$ cat src/rtl/pwm_steer_defs.svh
// Register offsets, field positions, reset values, mode codes and output count of the PWM steering block.
`ifndef PWM_STEER_DEFS_SVH
`define PWM_STEER_DEFS_SVH
`define ADDR_STEER_CTRL 4'h0
`define ADDR_CAPCOMP_CTRL 4'h4
`define ADDR_STEER_STATUS 4'h8
`define STEER_CTRL_RESET 8'h01
`define CAPCOMP_CTRL_RESET 6'h00
`define BIT_STEER_SYNC 4
`define CAPCOMP_PWM_MODE 2'h3
`define CAPCOMP_SINGLE_OUT 2'h0
`define NUM_OUTPUTS 4
`endif

$ cat src/rtl/pwm_steer_pkg.sv
// Types shared by the PWM steering block.
package pwm_steer_pkg;
  typedef struct packed {
    logic [2:0] unused;
    logic steerUpdateSync;
    logic [3:0] steerEnable;
  } steer_ctrl_s;
  typedef struct packed {
    logic [1:0] pwmOutputConfig;
    logic [1:0] capcompModeHigh;
    logic [1:0] capcompModeLow;
  } capcomp_s;
  typedef enum logic [1:0] {
    UPD_IDLE = 2'b00,
    UPD_WAIT_PERIOD = 2'b01
  } update_e;
endpackage : pwm_steer_pkg

$ cat src/rtl/pwm_output_steering.sv
// Output steering of a PWM waveform onto four pins, with a Wishbone register slave.
// How it works
// - Steering is honoured only while the mode field high bits select PWM and config is single.
// - Output B carries the PWM waveform when its enable is set and its port value otherwise.
// - Output A carries the PWM waveform when its enable is set and its port value otherwise.
// - Mode bit 0 sets the polarity of the waveform on every steered output; mode bit 1 has no effect.
`include "pwm_steer_defs.svh"
module pwm_output_steering #(
  parameter int NumOut = `NUM_OUTPUTS
) (
  input wire logic clk_sys,
  input wire logic nrst,
  input wire logic wb_cyc_i,
  input wire logic wb_stb_i,
  input wire logic wb_we_i,
  input wire logic [3:0] wb_adr_i,
  input wire logic [31:0] wb_dat_i,
  input wire logic [3:0] wb_sel_i,
  output logic [31:0] wb_dat_o,
  output logic wb_ack_o,
  input wire logic pwmRaw,
  input wire logic periodStart,
  input wire logic [NumOut-1:0] portData,
  output logic [NumOut-1:0] pwmPin
);
  typedef struct packed {
    pwm_steer_pkg::steer_ctrl_s ctrl;
    pwm_steer_pkg::capcomp_s capcomp;
    logic [3:0] activeEnable;
    pwm_steer_pkg::update_e upd;
    logic [31:0] rdata;
    logic ack;
  } state_s;

  state_s st;
  state_s next_st;
  logic steerMode;
  logic pwmPolar;
  logic [NumOut-1:0] steerOn;
  logic busReq;
  logic ctrlWrite;

  assign busReq = wb_cyc_i && wb_stb_i && !st.ack;
  // Only a write on lane 0 to the steering register can move the selection.
  assign ctrlWrite = busReq && wb_we_i && wb_sel_i[0] && (wb_adr_i == `ADDR_STEER_CTRL);
  // The selection is usable only in single-output PWM mode.
  assign steerMode = (st.capcomp.capcompModeHigh == `CAPCOMP_PWM_MODE) &&
    (st.capcomp.pwmOutputConfig == `CAPCOMP_SINGLE_OUT);
  // Mode bit 0 inverts the waveform on every steered pin; mode bit 1 is left
  // without effect, so all steered pins share one polarity.
  assign pwmPolar = pwmRaw ^ st.capcomp.capcompModeLow[0];

  always_comb
  begin
    next_st = st;
    next_st.ack = busReq;
    next_st.rdata = 32'h0;
    if (busReq && wb_we_i && wb_sel_i[0])
    begin
      case (wb_adr_i)
        `ADDR_STEER_CTRL:
        begin
          next_st.ctrl.steerUpdateSync = wb_dat_i[`BIT_STEER_SYNC];
          next_st.ctrl.steerEnable = wb_dat_i[3:0];
        end
        `ADDR_CAPCOMP_CTRL:
          next_st.capcomp = wb_dat_i[5:0];
        default:
          next_st.ctrl = st.ctrl;
      endcase
    end
    if (busReq && !wb_we_i)
    begin
      case (wb_adr_i)
        `ADDR_STEER_CTRL:
          next_st.rdata = {24'h0, 3'h0, st.ctrl.steerUpdateSync, st.ctrl.steerEnable};
        `ADDR_CAPCOMP_CTRL:
          next_st.rdata = {26'h0, st.capcomp};
        `ADDR_STEER_STATUS:
          next_st.rdata = {27'h0, st.upd == pwm_steer_pkg::UPD_WAIT_PERIOD, st.activeEnable};
        default:
          next_st.rdata = 32'h0;
      endcase
    end
    // Applying the new selection: at once, or held until the period starts.
    case (st.upd)
      pwm_steer_pkg::UPD_IDLE:
      begin
        if (next_st.ctrl.steerEnable != st.activeEnable)
        begin
          if (next_st.ctrl.steerUpdateSync)
            next_st.upd = pwm_steer_pkg::UPD_WAIT_PERIOD;
          else
            next_st.activeEnable = next_st.ctrl.steerEnable;
        end
      end
      pwm_steer_pkg::UPD_WAIT_PERIOD:
      begin
        if (periodStart || !next_st.ctrl.steerUpdateSync)
        begin
          next_st.activeEnable = next_st.ctrl.steerEnable;
          next_st.upd = pwm_steer_pkg::UPD_IDLE;
        end
      end
      default:
        next_st.upd = pwm_steer_pkg::UPD_IDLE;
    endcase
  end

  always_ff @(posedge clk_sys or negedge nrst)
  begin
    if (!nrst)
    begin
      st.ctrl <= `STEER_CTRL_RESET;
      st.capcomp <= `CAPCOMP_CTRL_RESET;
      st.activeEnable <= 4'h1;
      st.upd <= pwm_steer_pkg::UPD_IDLE;
      st.rdata <= 32'h0;
      st.ack <= 1'b0;
    end
    else
      st <= next_st;
  end

  assign wb_dat_o = st.rdata;
  assign wb_ack_o = st.ack;

  genvar gi;
  generate
    for (gi = 0; gi < NumOut; gi++)
    begin : g_pin
      assign steerOn[gi] = steerMode && st.activeEnable[gi];
      pwm_pin_mux u_mux (
        .clk_sys(clk_sys),
        .nrst(nrst),
        .steerOn(steerOn[gi]),
        .pwmLevel(pwmPolar),
        .portLevel(portData[gi]),
        .pinOut(pwmPin[gi])
      );
    end
  endgenerate
endmodule : pwm_output_steering

$ cat src/rtl/pwm_pin_mux.sv
// One output pin of the steering logic: PWM or ordinary port function.
module pwm_pin_mux (
  input wire logic clk_sys,
  input wire logic nrst,
  input wire logic steerOn,
  input wire logic pwmLevel,
  input wire logic portLevel,
  output logic pinOut
);
  always_ff @(posedge clk_sys or negedge nrst)
  begin
    if (!nrst)
      pinOut <= 1'b0;
    else
      pinOut <= steerOn ? pwmLevel : portLevel;
  end
endmodule : pwm_pin_mux

$ cat config.mk
export PLATFORM = sky130hd
export DESIGN_NAME = pwm_output_steering
export DESIGN_NICKNAME = d
export VERILOG_FILES = /design/src/rtl/pwm_steer_pkg.sv /design/src/rtl/pwm_output_steering.sv /design/src/rtl/pwm_pin_mux.sv
export VERILOG_INCLUDE_DIRS = /design/src /design/src/rtl
export SDC_FILE = /design/constraint.sdc
export NUM_CORES = 1
export LEC_CHECK = 0
export BUFFER_PORTS_ARGS = -buffer_cell sky130_fd_sc_hd__buf_2
export CAP_MARGIN = 20
export CORE_UTILIZATION = 47
export DETAILED_ROUTE_END_ITERATION = 10
export GPL_TIMING_DRIVEN = 0
export MAX_ROUTING_LAYER = met4
export PLACE_DENSITY = 0.88
export SLEW_MARGIN = 20
export SYNTH_ARGS = -nofsm -noshare
export SYNTH_HDL_FRONTEND = slang
export SYNTH_HIERARCHICAL = 1
export SYNTH_SLANG_ARGS = --single-unit
export TNS_END_PERCENT = 30
$ cat constraint.sdc
create_clock -name clk_sys -period 3.05 [get_ports clk_sys]
set_input_delay 0 -clock clk_sys [delete_from_list [all_inputs] [get_ports clk_sys]]
set_output_delay 0 -clock clk_sys [all_outputs]
set_load 0.05 [all_outputs]
Word-level counts from Yosys, hierarchy flattened
Cells that the tools add are included.
{"block": "op_classes", "bitwise_logic": 1, "eq_ne": 9, "reduce_logical": 21, "n_mux": 15}
{"operator": "$mux W6", "count": 4}
{"operator": "$pmux W6 S3", "count": 1}
{"operator": "$mux W11", "count": 1}
{"operator": "$logic_and A1 B1 Y1", "count": 10}
{"operator": "$pmux W4 S2", "count": 1}
{"operator": "$ne A2 B2 Y1 const B", "count": 3}
{"operator": "$mux W5", "count": 1}
{"operator": "$eq A4 B3 Y1 const B", "count": 1}
{"operator": "$eq A4 B4 Y1 const B", "count": 1}
{"operator": "$logic_not A2 Y1", "count": 2}
{"operator": "$logic_not A4 Y1", "count": 1}
{"operator": "$mux W1", "count": 4}
{"operator": "$mux W4", "count": 1}
{"operator": "$ne A4 B4 Y1", "count": 1}
{"operator": "$pmux W2 S2", "count": 1}
{"operator": "$reduce_and A4 Y1", "count": 1}
{"operator": "$logic_not A1 Y1", "count": 3}
{"operator": "$reduce_and A3 Y1", "count": 1}
{"operator": "$eq A2 B1 Y1 const B", "count": 1}
{"operator": "$eq A2 B2 Y1 const B", "count": 1}
{"operator": "$mux W2", "count": 1}
{"operator": "$ne A2 B1 Y1 const B", "count": 1}
{"operator": "$reduce_and A2 Y1", "count": 1}
{"operator": "$reduce_bool A2 Y1", "count": 1}
{"operator": "2 further kinds", "count": 2}
{"block": "totals", "wordCells": 59, "reg_bits": 54}

Depth between registers and ports, before layout
{"block": "depth", "ltp_word": 9, "ltp_mapped": 6}

Cells and area by module
Netlist, hierarchy kept.
{"mod": "pwm_output_steering", "area_each_um2": 1417.6, "n_inst": 1, "cells_each": 133}
{"mod": "pwm_pin_mux", "area_each_um2": 40.0, "n_inst": 4, "cells_each": 2}

Worst setup path before layout
OpenSTA, ideal clock, no wires.
{"block": "synth_path", "path_type": "register to register", "from": "reg st (netlist bit wb_ack_o)", "to": "reg st[36] (netlist name)", "path_slack_ps": 817, "setup_time_ps": 125, "stages_incl_launch_ff": 6, "t_required_ps": 2925, "t_arrival_ps": 2108, "cell_sequence": "dfrtp_1 nand3b_1 nor3_4 mux2i_1 o21bai_4 mux2_4"}
{"block": "synth_between", "elab_chain_len": 9, "elab_cells_between_ends": 16, "classes_between": "4 x eq/ne; 5 x mux; 7 x reduce/logical"}
{"element": "start: declaration", "line_no": "pwm_output_steering.sv:35", "text": "state_s st;"}
{"element": "start signal: assignment", "line_no": "pwm_output_steering.sv:122", "text": "st <= next_st;"}
{"element": "$logic_not A1 Y1 *", "line_no": "pwm_output_steering.sv:43", "text": "assign busReq = wb_cyc_i && wb_stb_i && !st.ack;"}
{"element": "$logic_and A1 B1 Y1 *", "line_no": "pwm_output_steering.sv:43"}
{"element": "$logic_and A1 B1 Y1 * (2 in series)", "line_no": "pwm_output_steering.sv:58", "text": "if (busReq && wb_we_i && wb_sel_i[0])"}
{"element": "$mux W11 *", "line_no": "pwm_output_steering.sv:58"}
{"element": "parallel branches: the longest is 4 deep, another holds $ne A4 B4 Y1"}
Mark *: on every way between the ends. The select of a mux whose other input is x is not followed.
A chain may end at the register's enable or synchronous reset.

Worst setup path in the final report
Same ends and word-level chain as after synthesis.

==> results.py <==
metrics = {
    "cells_and_area": {
        "drive_above_1_share_pct": 41.8,
        "layout_commonest_cell": "buf_4",
        "area.sequential_um2": 678,
        "design_area_um2": 2030,
        "final_cell_mix": "32 x buf_4, 31 x buf_2, 26 x conb_1",
        "nFillCells": 256,
        "n_antenna_cell": 0,
        "syn2layout_area_growth_pct": 28.5,
        "layout.nets": 265,
        "stdcell_count": 257,
        "multi_input_area_um2": 738,
    },
    "drt": {
        "vias": 1118,
        "drc": 0,
        "avgRoutedWirePerCell_um": 11.1,
        "vias_per_cell": 4.35,
        "wl_um": 2850,
        "ant_nets": 0,
        "drt_iter0_markers": 16,
        "dr.pass1.iters": 4,
    },
    "clock_network": {
        "cts.clk_slew.worst_paths_ns": 0.14,
        "htreeDepth": 1,
        "root_buffer": "clkbuf_4",
        "cts_tree": "yes",
        "cts_made_buffers": 3,
        "cts_resized": 0,
        "cts_max_path_buffers": 2,
        "insertion_delay_ns": 0.32,
        "cts.sinks": 27,
    },
    "critical_path": {
        "cp_num_cells": 5,
        "cpLargestDelayFamily": "simple AND/OR/NAND/NOR gates",
        "rrSetupSlack_ns": 0.77,
        "crit_type": "flip-flop to flip-flop",
        "crit_arrival_ns": 2.50,
        "r2r_cells": 5,
        "slowest_delay_ns": 0.48,
        "cp.buffers_inverters": 0,
        "crit_slowest_cell": "nor3_4",
        "crit_path_cell_trace": "nand3b_1 > nor3_4 > mux2i_1 > o21bai_4 > mux2_4",
        "end_kind": "flip-flop",
        "worstSetupStartpointType": "flip-flop",
        "critPathMaxFanout": 8,
        "required_ns": 3.27,
    },
    "power_and_ir_drop": {
        "powerDensity_nw_per_um2": 411,
        "p_leak_uw": 0.00110,
        "vdd_ir_drop_max_mv": 0.223,
        "power.total_uw": 834,
    },
    "synthesis": {
        "yosysSeqAreaShare_pct": 43.0,
        "yosysUniqueCellTypes": 28,
        "yosys_warnings": 6,
        "syn_area_um2": 1580,
        "syn_avg_cell_area_um2": 11.2,
        "ys_ff_latch": 27,
        "syn_inst": 141,
    },
    "global_routing": {
        "grt_max_degree": 28,
        "grt_pass1_wl_um": 4450,
        "grt_pass1_vias": 1047,
        "grt.total_usage_pct": 17.5,
        "grt-ovfl-total": 0,
        "antenna_found_initial": 0,
    },
    "floorplan": {
        "die_h_um": 59.9,
        "rows": 20,
        "initial_utilization_pct": 50.4,
        "dieWidth_um": 59.9,
        "core_region_area_um2": 3130,
        "die_area_um2": 3590,
        "pin_count": 88,
    },
    "sta": {
        "worst_pin_slew_ns": 0.580,
        "final_max_slew_viol_count": 0,
        "fmax_ghz": 0.439,
        "tns_ns": 0,
        "hold_violations": 0,
        "slew_headroom_pct": 60.8,
        "rsz0062_at_grt": "false",
        "fin_crit_ns": 2.28,
        "finClkSkew_ns": 0.00148,
        "min_period_over_period_pct": 74.7,
        "hold_slack_ns": 0.0468,
        "setup_violations": 0,
    },
    "place": {
        "dpl.cell_count": 241,
        "place.gp.congestion": 0.891,
        "dp_hpwl_um": 2130,
        "dpl_cell_area_um2": 1880,
        "port_buffers": 31,
    },
    "hold_path": {
        "hold_path_class": "input port to flip-flop",
        "hold-path-cell-count": 4,
    },
    "outcome": {
        "status": "completed",
    },
    "run": {
        "maxCapViolCount": 0,
    },
}
cells in the mapped netlist, drive strengths merged:
master	count	share of area (%)
inv	3	0.71
conb	1	0.24
nand2	5	1.2
nand3b	3	1.4
mux2	18	14
nor4bb	1	0.63
and4b	1	0.63
nor2b	1	0.40
o311ai	2	1.1
nor2	11	2.6
o21bai	1	1.2
nor4	2	0.79
or3	1	0.71
a2111oi	2	1.1
nand4	1	0.40
clkbuf	1	0.24
xor2	7	3.9
nor3	1	1.0
a21oi	5	1.6
dfstp	2	3.3
buf	32	15
o21ai	1	0.32
and2	4	1.6
nand2b	2	0.79
o21a	1	0.48
dfrtp	25	40
mux2i	7	4.4
stage by stage:
| stage | setup slack [ns] | utilization [%] |
|---|---|---|
| after CTS | 0.773 | 64.5 |
| after detailed placement | 0.783 | 60.2 |
| after floorplan | 0.817 | - |
| after global placement | 0.836 | 60.2 |
| after global routing | 0.652 | 64.8 |
| final | 0.771 | 64.8 |
worst paths after layout:
check                            start          end
setup reg to reg              wb_ack_o       st[36]
hold / removal             wb_adr_i[0]  wb_dat_o[2]
setup / recovery              wb_ack_o       st[36]
max in group asynchronous         nrst       st[35]
min in group asynchronous         nrst  wb_dat_o[2]
hold reg to reg                 st[40]       st[40]
layout make-up:
cell class,instances,area share (%)
timing repair buffer,43,13.6
clock buffer,4,1.30
buffer,33,12.0
inverter,3,0.555
sequential,27,33.4
tap,44,2.71
multi-input combinational,103,36.4
sequential cells by signal (all words and copies together), names as in the netlist:
name / cells
st: 16
wb_ack_o: 1
wb_dat_o: 6
g_pin.u_mux/pinOut: 4
what timing repair did:
item | 4_1_cts | 5_1_grt
hold endpoints to repair | 40 | 1
buffers inserted | 0 | 0
hold buffers | 11 | 1
layer usage:
layer	vias up	wire length [µm]	global-route usage [%]
li1	565	-	-
met1	503	1180	19.3
met2	42	1460	31.4
met3	8	143	3.03
met4	0	65	6.31
met5	-	0	-
worst register-to-register path, cell delays in order (launching register included):
cell and delay (ns):
dfrtp_1 0.40, nand3b_1 0.31, nor3_4 0.48, mux2i_1 0.46
o21bai_4 0.23, mux2_4 0.31
kinds of logic (layout without fill, tap and decap cells):
group                     count (synthesis)  in the layout  share of synthesized area (%)
muxes                                    25             25                           18.7
and+or+nand+nor                          33             33                           12.2
DFF                                      27             27                           43.0
AOI/OAI and AO/OA                        12             12                           5.79
buffers and inverters                    36             83                           16.2
other                                     1             26                          0.238
xor gates and xnor gates                  7              7                           3.89
power by group:
part           total [µW]  internal (µW)  switching, µW
combinational         271            111            161
sequential            412            385           27.6
clock                 150           51.1           99.3
total                 834            546            288
Note: power is estimated with default switching activity, not from simulation.
